===== src/clk_mult_regs.svh =====
// register offsets, field positions, reset values and timing counts for the
// sample clock multiplier control block; included by its bare name.
//
// Notes on behaviour
// enable low: multiplier powered down, sample clock pins drive sampling; during reset mult_power_down is 0
// enable high: sampling clock from reference through the multiplier
// oscillator = ref x loop x osc ratio; sample clock = ref x loop ratio
// software keeps oscillator frequency between 1.0 GHz and 2.1 GHz
// oscillator range split into 64 overlapping bands chosen by an index
// software programs loop bandwidth 111 and charge pump 00111, value 0xE7
// software leaves the cross point control enable bit at zero; the test sets it by writing 0x10 to offset 0x15, then writes 0x00
// writing 0xC0 then 0x80 to control starts automatic band search
// manual bit high: manual band field sets the oscillator band directly
// auto order: ratios, loop tuning, manual, enable, then clear mode bit
// manual sequence: ratios, loop tuning, band, manual, then enable
// duty and level correction enabled by bits in two receiver registers
// phase detector supplies a lock status usable as an event source
// lock low during band search; reported only after band is applied; lock_status can still be high in the first search cycle
`ifndef CLK_MULT_REGS_SVH
`define CLK_MULT_REGS_SVH

// ----------------------------------------------------------------------
// register offsets
// ----------------------------------------------------------------------
`define OFS_DUTY_CORR      8'h10
`define OFS_LEVEL_CORR     8'h11
`define OFS_MULT_CTRL      8'h12
`define OFS_LOOP_TUNING    8'h14
`define OFS_CROSS_POINT    8'h15
`define OFS_DIVIDE_RATIOS  8'h16
`define OFS_MULT_STATUS    8'h17

// ----------------------------------------------------------------------
// reset values and command bytes
// ----------------------------------------------------------------------
`define RST_ZERO           8'h00
`define RST_LOOP_TUNING    8'hE7
`define RST_DIVIDE_RATIOS  8'h21
`define CMD_AUTO_ARM       8'hC0
`define CMD_AUTO_GO        8'h80

// ----------------------------------------------------------------------
// field positions
// ----------------------------------------------------------------------
`define BIT_CORR_EN        0
`define BIT_XPOINT_EN      4
`define BAND_LAST          6'h3F
`define BAND_FIRST         6'h00

// ----------------------------------------------------------------------
// timing
// ----------------------------------------------------------------------
`define CLK_PERIOD_NS      20
`define BAND_SETTLE_NS     1000
`define BAND_SETTLE_CYC    ((`BAND_SETTLE_NS + `CLK_PERIOD_NS - 1) / `CLK_PERIOD_NS)

`endif


===== src/clk_mult_pkg.sv =====
// types shared by the sample clock multiplier control block.
// assumes the constants header is compiled alongside.
package clk_mult_pkg;

	// multiplier control register layout
	typedef struct packed {
		logic       enable;
		logic       manual;
		logic [5:0] band;
	} mult_ctrl_t;

	// divider ratio register layout
	typedef struct packed {
		logic [2:0] osc_divide_ratio;
		logic [4:0] loop_divide_ratio;
	} divide_ratios_t;

	// clock path controls handed to the analog side
	typedef struct packed {
		logic       use_multiplier;
		logic       mult_power_down;
		logic [5:0] osc_band;
		logic [4:0] sample_ratio;
		logic [7:0] vco_ratio;
	} clock_path_t;

	typedef enum logic [1:0] {
		SRCH_IDLE   = 2'b00,
		SRCH_SETTLE = 2'b01,
		SRCH_CHECK  = 2'b10
	} search_state_t;

endpackage : clk_mult_pkg


===== src/dac_clock_multiplier_control.sv =====
// register control of the converter sample clock source and multiplier.
// assumes the serial port decoder delivers one-cycle register strobes
// synchronous to ref_clk, and analog status inputs already synchronised.
`timescale 1ns/1ps
`include "clk_mult_regs.svh"

module dac_clock_multiplier_control
	import clk_mult_pkg::*;
(
	// clock and reset
	input  wire logic        ref_clk,
	input  wire logic        reset,
	// register strobes from the serial port
	input  wire logic        reg_wr,
	input  wire logic        reg_rd,
	input  wire logic [7:0]  reg_addr,
	input  wire logic [7:0]  reg_wdata,
	output logic      [7:0]  reg_rdata,
	// analog status
	input  wire logic        band_fit,
	input  wire logic        phase_lock_raw,
	// clock path controls
	output clock_path_t      clock_path,
	output logic      [7:0]  loop_tuning,
	output logic             cross_point_en,
	output logic             duty_corr_en,
	output logic             level_corr_en,
	output logic             lock_status
);

	mult_ctrl_t     ctrl_ff, nxt_ctrl;
	divide_ratios_t div_ff, nxt_div;
	logic [7:0]     tuning_ff, nxt_tuning;
	logic [7:0]     xpoint_ff, nxt_xpoint;
	logic [7:0]     duty_ff, nxt_duty;
	logic [7:0]     level_ff, nxt_level;
	logic           armed_ff, nxt_armed;
	logic [7:0]     rdata_ff, nxt_rdata;
	search_state_t  state_ff, nxt_state;
	logic [5:0]     idx_ff, nxt_idx;
	logic [5:0]     auto_band_ff, nxt_auto_band;
	logic           auto_done_ff, nxt_auto_done;
	logic [7:0]     settle_ff, nxt_settle;
	clock_path_t    path_ff, nxt_path;
	logic           lock_ff, nxt_lock;

	function automatic logic hit(input logic [7:0] ofs);
		hit = reg_wr && (reg_addr == ofs);
	endfunction : hit

	// ----------------------------------------------------------------------
	// register file, search and clock path
	// ----------------------------------------------------------------------
	always_comb begin
		nxt_ctrl      = ctrl_ff;
		nxt_div       = div_ff;
		nxt_tuning    = tuning_ff;
		nxt_xpoint    = xpoint_ff;
		nxt_duty      = duty_ff;
		nxt_level     = level_ff;
		nxt_armed     = armed_ff;
		nxt_state     = state_ff;
		nxt_idx       = idx_ff;
		nxt_auto_band = auto_band_ff;
		nxt_auto_done = auto_done_ff;
		nxt_settle    = settle_ff;
		nxt_rdata     = rdata_ff;

		// walk the bands until the oscillator fits, see
		unique case (state_ff)
			SRCH_IDLE: begin
			end
			SRCH_SETTLE: begin
				if (settle_ff != 8'h00)
					nxt_settle = settle_ff - 8'h01;
				else
					nxt_state = SRCH_CHECK;
			end
			SRCH_CHECK: begin
				// no fitting band: keep the top one rather than hang
				if (band_fit || idx_ff == `BAND_LAST) begin
					nxt_auto_band = idx_ff;
					nxt_auto_done = 1'b1;
					nxt_state     = SRCH_IDLE;
				end else begin
					nxt_idx    = idx_ff + 6'h01;
					nxt_settle = 8'(`BAND_SETTLE_CYC);
					nxt_state  = SRCH_SETTLE;
				end
			end
		endcase

		// register writes come after the search step so that a control
		// write in the same cycle aborts or restarts it cleanly
		if (hit(`OFS_DUTY_CORR)) nxt_duty = reg_wdata;
		if (hit(`OFS_LEVEL_CORR)) nxt_level = reg_wdata;
		if (hit(`OFS_LOOP_TUNING)) nxt_tuning = reg_wdata;
		if (hit(`OFS_CROSS_POINT)) nxt_xpoint = reg_wdata;
		if (hit(`OFS_DIVIDE_RATIOS)) nxt_div = reg_wdata;
		if (hit(`OFS_MULT_CTRL)) begin
			nxt_ctrl  = reg_wdata;
			nxt_armed = (reg_wdata == `CMD_AUTO_ARM);
			// any rewrite of control clears the search-done flag; the found band stays in auto_band_ff, shown on osc_band while idle with manual low
			nxt_auto_done = 1'b0;
			nxt_state     = SRCH_IDLE;
			if (armed_ff && reg_wdata == `CMD_AUTO_GO) begin
				nxt_state  = SRCH_SETTLE;
				nxt_idx    = `BAND_FIRST;
				nxt_settle = 8'(`BAND_SETTLE_CYC);
			end
		end else if (hit(`OFS_DUTY_CORR) || hit(`OFS_LEVEL_CORR)
			|| hit(`OFS_LOOP_TUNING) || hit(`OFS_CROSS_POINT)
			|| hit(`OFS_DIVIDE_RATIOS)) begin
			nxt_armed = 1'b0;
		end

		unique case (reg_addr)
			`OFS_DUTY_CORR:     nxt_rdata = duty_ff;
			`OFS_LEVEL_CORR:    nxt_rdata = level_ff;
			`OFS_MULT_CTRL:     nxt_rdata = ctrl_ff;
			`OFS_LOOP_TUNING:   nxt_rdata = tuning_ff;
			`OFS_CROSS_POINT:   nxt_rdata = xpoint_ff;
			`OFS_DIVIDE_RATIOS: nxt_rdata = div_ff;
			`OFS_MULT_STATUS:
				nxt_rdata = {lock_ff, state_ff != SRCH_IDLE,
					path_ff.osc_band};
			default:            nxt_rdata = `RST_ZERO;
		endcase
		if (!reg_rd) nxt_rdata = rdata_ff;
	end

	always_comb begin
		nxt_path.use_multiplier  = ctrl_ff.enable; // see
		nxt_path.mult_power_down = !ctrl_ff.enable;
		if (ctrl_ff.manual)
			nxt_path.osc_band = ctrl_ff.band;
		else if (state_ff != SRCH_IDLE)
			nxt_path.osc_band = idx_ff;
		else
			nxt_path.osc_band = auto_band_ff;
		nxt_path.sample_ratio = div_ff.loop_divide_ratio;
		// widen first so the product keeps all of its bits
		nxt_path.vco_ratio = 8'(div_ff.loop_divide_ratio)
			* 8'(div_ff.osc_divide_ratio);
		// lock hidden until a band is really in place, see
		nxt_lock = ctrl_ff.enable && phase_lock_raw
			&& state_ff == SRCH_IDLE
			&& (ctrl_ff.manual || auto_done_ff);
	end

	always_ff @(posedge ref_clk or posedge reset) begin
		if (reset) begin
			ctrl_ff      <= `RST_ZERO;
			div_ff       <= `RST_DIVIDE_RATIOS;
			tuning_ff    <= `RST_LOOP_TUNING;
			xpoint_ff    <= `RST_ZERO;
			duty_ff      <= `RST_ZERO;
			level_ff     <= `RST_ZERO;
			armed_ff     <= 1'b0;
			state_ff     <= SRCH_IDLE;
			idx_ff       <= `BAND_FIRST;
			auto_band_ff <= `BAND_FIRST;
			auto_done_ff <= 1'b0;
			settle_ff    <= `RST_ZERO;
			rdata_ff     <= `RST_ZERO;
			path_ff      <= '0;
			lock_ff      <= 1'b0;
		end else begin
			ctrl_ff      <= nxt_ctrl;
			div_ff       <= nxt_div;
			tuning_ff    <= nxt_tuning;
			xpoint_ff    <= nxt_xpoint;
			duty_ff      <= nxt_duty;
			level_ff     <= nxt_level;
			armed_ff     <= nxt_armed;
			state_ff     <= nxt_state;
			idx_ff       <= nxt_idx;
			auto_band_ff <= nxt_auto_band;
			auto_done_ff <= nxt_auto_done;
			settle_ff    <= nxt_settle;
			rdata_ff     <= nxt_rdata;
			path_ff      <= nxt_path;
			lock_ff      <= nxt_lock;
		end
	end

	assign reg_rdata      = rdata_ff;
	assign clock_path     = path_ff;
	assign loop_tuning    = tuning_ff;
	assign cross_point_en = xpoint_ff[`BIT_XPOINT_EN];
	assign duty_corr_en   = duty_ff[`BIT_CORR_EN];
	assign level_corr_en  = level_ff[`BIT_CORR_EN];
	assign lock_status    = lock_ff;

endmodule : dac_clock_multiplier_control


===== config.mk =====
export PLATFORM = sky130hd
export DESIGN_NAME = dac_clock_multiplier_control
export DESIGN_NICKNAME = d
export VERILOG_FILES = /design/src/clk_mult_pkg.sv /design/src/dac_clock_multiplier_control.sv
export VERILOG_INCLUDE_DIRS = /design/src
export SDC_FILE = /design/constraint.sdc
export NUM_CORES = 1
export LEC_CHECK = 0
export ABC_CLOCK_PERIOD_IN_PS = 4500
export BUFFER_PORTS_ARGS = -buffer_cell sky130_fd_sc_hd__buf_2
export CORE_AREA = 2 2 96 98
export CTS_CLUSTER_DIAMETER = 60
export DETAILED_ROUTE_END_ITERATION = 12
export DIE_AREA = 0 0 98 100
export GPL_TIMING_DRIVEN = 0
export PLACE_DENSITY = 0.8
export SYNTH_ARGS = -nofsm -noshare
export SYNTH_HDL_FRONTEND = slang
export SYNTH_SLANG_ARGS = --single-unit

===== constraint.sdc =====
create_clock -name ref_clk -period 4.5 [get_ports ref_clk]
set_input_delay 0 -clock ref_clk [delete_from_list [all_inputs] [get_ports ref_clk]]
set_output_delay 0 -clock ref_clk [all_outputs]
set_load 0.01 [all_outputs]

==> impl_metrics.py <==
metrics = {
    "placed_design": {
        "gp_congestion": 0.879,
        "dp_hpwl_mm": 8.52,
        "port_buffers": 60,
        "detailedPlace.worstSlack_ns": 2.11,
    },
    "power_and_ir_drop": {
        "power_density_mw_per_mm2": 409,
        "leakage_nw": 2.95,
        "vdd_ir_drop_max_mv": 0.315,
    },
    "route": {
        "ant_nets": 0,
        "drc_errors": 0,
        "vias": 3729,
        "post_drt_wl_per_cell_um": 18.6,
        "drt_wl_total_mm": 11.8,
        "drt_iter0_markers": 199,
        "drt_pass1_iterations": 4,
        "vias_per_cell": 5.89,
    },
    "floorplanning": {
        "coreArea_sq_mm": 0.00889,
        "fp.dieH_um": 100,
        "start_util_pct": 57.2,
        "die_width_um": 98,
        "rows": 35,
        "dieArea_sq_mm": 0.00980,
        "io_pins": 63,
    },
    "sta": {
        "grt_setup_unrepaired": "false",
        "tightest_slew_ns": 0.681,
        "min_period_ns": 2.41,
        "hold_viol": 0,
        "fmax_ghz": 0.415,
        "setup_slack_ns": 2.09,
        "fin_crit_sh_pct": 53.5,
        "slew_violations": 0,
        "relSlewSlack_pct": 54.5,
        "skew_ns": 0.00878,
        "tns_ns": 0,
        "setup_viol": 0,
    },
    "run_status": {
        "outcome": "finished, final reports clean",
    },
    "final_layout": {
        "final_util_pct": 66.0,
        "drive_gt1_share_pct": 31.0,
        "syn_to_final_growth_pct": 15.4,
        "fin_nets": 556,
        "antennaDiodeCount": 0,
    },
    "logic_synthesis": {
        "syn_nets": 474,
        "ys_ff_latch": 102,
        "yosys.area.top_type": "dfrtp_1",
        "avgSynthCellArea_sq_um": 11.7,
        "yosysTopAreaCellShare_pct": 46.3,
        "ys_warn_count": 0,
        "netlist_instances": 435,
        "synth_edf_count": 0,
        "ys_types": 63,
        "synth_seq_area_share_pct": 50.4,
        "synth_common_cells": "dfrtp_1, mux2_2, nand2_1",
        "syn_area_sq_mm": 0.00508,
        "synthArstFlopShare_pct": 100,
        "synth-main-ff-cell": "dfrtp_1",
        "yosys.cell_count.top_type": "dfrtp_1",
        "yosys-top-cells-area": "dfrtp_1, mux2_2, dfstp_2",
    },
    "setup_path": {
        "slowest_delay_ns": 0.58,
        "setup.worst_path.start_class": "register",
        "cp_max_fo": 6,
        "worstSetupEndpointType": "register",
        "worst-setup-path-type": "reg -> reg",
        "crit_end": "clock_path[6]",
        "r2r-end": "clock_path[6]",
        "cp-startpoint": "div_ff[0]",
        "cp_top_family": "adder cells",
        "cp.required_ns": 4.81,
        "crit_arrival_ns": 2.71,
        "rrSetupSlack_ns": 2.09,
        "reg2reg_depth": 9,
        "rr_startpoint": "div_ff[0]",
        "critical_path_depth": 9,
        "path_cells": "nand2_1 -> fa_1 -> inv_1 -> ha_1 -> fa_1 -> a21oi_1 -> nor2_1 -> nor2_1 -> xnor2_1",
        "cp.buffers_inverters": 1,
        "slowest_stage": "dfstp_2",
    },
    "clock_tree": {
        "cts_tree": "done",
        "clkSinkCount": 102,
        "clock_path_buffers": 2,
        "ctsResizeCount": 0,
        "insertion_delay_ns": 0.37,
        "clkTransAtPathRegs_ns": 0.11,
        "cts_setup_buffers": 0,
        "cts_root_buf": "clkbuf_8",
        "htreeDepth": 3,
        "cts_buffers": 9,
        "hold_buffers": 10,
    },
    "job": {
        "cap_viol_max_count": 0,
    },
    "min_path": {
        "hp-class": "in -> reg",
        "min_path_cells": 2,
    },
    "global_route": {
        "grt_max_degree": 75,
        "grt_pass1_vias": 3835,
        "grt_pass1_wl_mm": 19.5,
        "antenna_found_initial": 0,
        "track_usage_pct": 25.3,
        "grt_overflow": 0,
    },
}
[state kept, by name (all words and copies together), names as in the netlist, 2 cells and up]
register      cells
div_ff            8
state_ff          2
xpoint_ff         8
clock_path       21
idx_ff            6
ctrl_ff           8
settle_ff         8
duty_ff           8
level_ff          8
auto_band_ff      6
reg_rdata         8
loop_tuning       8
[through the flow]
| step | hold WS [ns] | cells | power [mW] | instance area [sq um] |
|---|---|---|---|---|
| 2_1_floorplan | 0.105 | 435 | 1.59 | 5080 |
| 3_3_place_gp | 0.271 | 606 | 1.76 | 5520 |
| 3_5_place_dp | 0.0164 | 607 | 1.78 | 5550 |
| 4_1_cts | 0.0466 | 633 | 2.40 | 5860 |
| 5_1_grt | 0.0643 | 633 | 2.54 | 5860 |
| 6_report | 0.0554 | 633 | 2.40 | 5860 |
[worst reg2reg max path, delay by kind of cell, from the launching register on]
| family | cells | cell delay (ns) |
|---|---|---|
| fa+ha+maj | 3 | 1.16 |
| compound gates | 1 | 0.15 |
| simple gates | 3 | 0.27 |
| buf+inv | 1 | 0.05 |
| flops | 1 | 0.58 |
| xor+xnor | 1 | 0.13 |
[how the worst min path moves through the flow]
| stage | from | end | slack [ns] |
|---|---|---|---|
| after global placement | phase_lock_raw | lock_status | 0.27 |
| after detailed placement | reset | ctrl_ff[7] | 0.02 |
| after global routing | reg_rd | reg_rdata[0] | 0.06 |
| final | reg_rd | reg_rdata[0] | 0.06 |
| after CTS | reg_rd | reg_rdata[0] | 0.05 |
| after floorplan | reg_wdata[0] | ctrl_ff[0] | 0.11 |
[layer usage]
metal / wire (um) / global-route usage, % / vias to the layer above
met5: 0 / 0 / -
met4: 192 / 9.08 / 0
met3: 575 / 2.86 / 16
met2: 5930 / 43.6 / 110
met1: 5070 / 33.6 / 1864
li1: - / - / 1739
[layout make-up]
cell class / count / area [sq um]
Buffer: 16 / 72.6
Clock buffer: 9 / 124
Clock inverter: 7 / 88.8
Fill cell: 696 / 3030
Inverter: 24 / 92.6
Multi-Input combinational cell: 293 / 2360
Sequential cell: 102 / 2560
Tap cell: 111 / 139
Timing Repair Buffer: 71 / 428
[power breakdown]
part | internal, mW | leakage [nW] | total, mW | switching [mW]
logic | 0.272 | 1.50 | 0.633 | 0.361
registers | 1.03 | 1.35 | 1.15 | 0.113
clock network | 0.271 | 0.109 | 0.619 | 0.348
[cell families (layout without fill, tap and decap cells)]
group                    Yosys count  count (layout)  synth area share [%]
AO/OA/AOI/OAI                     76              76                  10.0
XOR/XNOR                           7               7                  1.21
adder cells (fa/ha/maj)           17              17                  4.78
buffers and inverters             40             127                  3.20
flip-flops                       102             102                  50.4
multiplexers                      68              68                  15.2
AND/OR/NAND/NOR                  125             125                  15.2
[cell usage in the layout (no fill, tap or decap), types with 2 or more instances in the layout]
| cell | instances |
|---|---|
| a21oi_1 | 16 |
| nor4_1 | 2 |
| or4bb_1 | 5 |
| nand4b_4 | 2 |
| nand3_1 | 11 |
| mux4_2 | 2 |
| o21ai_0 | 12 |
| clkbuf_8 | 9 |
| buf_2 | 67 |
| inv_6 | 3 |
| mux2_2 | 51 |
| nor2b_1 | 4 |
| and3_1 | 4 |
| nand2_1 | 49 |
| or4b_2 | 5 |
| inv_1 | 23 |
| buf_1 | 2 |
| mux2i_1 | 14 |
| fa_1 | 4 |
| nand3b_1 | 5 |
| or3_1 | 2 |
| a311oi_1 | 3 |
| a21o_1 | 5 |
| dlygate4sd3_1 | 10 |
| nor3_1 | 2 |
| o211ai_1 | 8 |
| a31oi_1 | 3 |
| xnor2_1 | 3 |
| clkbuf_1 | 6 |
| nand2b_1 | 4 |
| a22o_1 | 5 |
| dfstp_2 | 8 |
| xor2_1 | 4 |
| ha_1 | 13 |
| dfrtp_1 | 94 |
| o22ai_1 | 9 |
| nor2_1 | 10 |
| nor3b_1 | 3 |
| and2_1 | 7 |
Note: power is estimated with default switching activity, not from simulation.
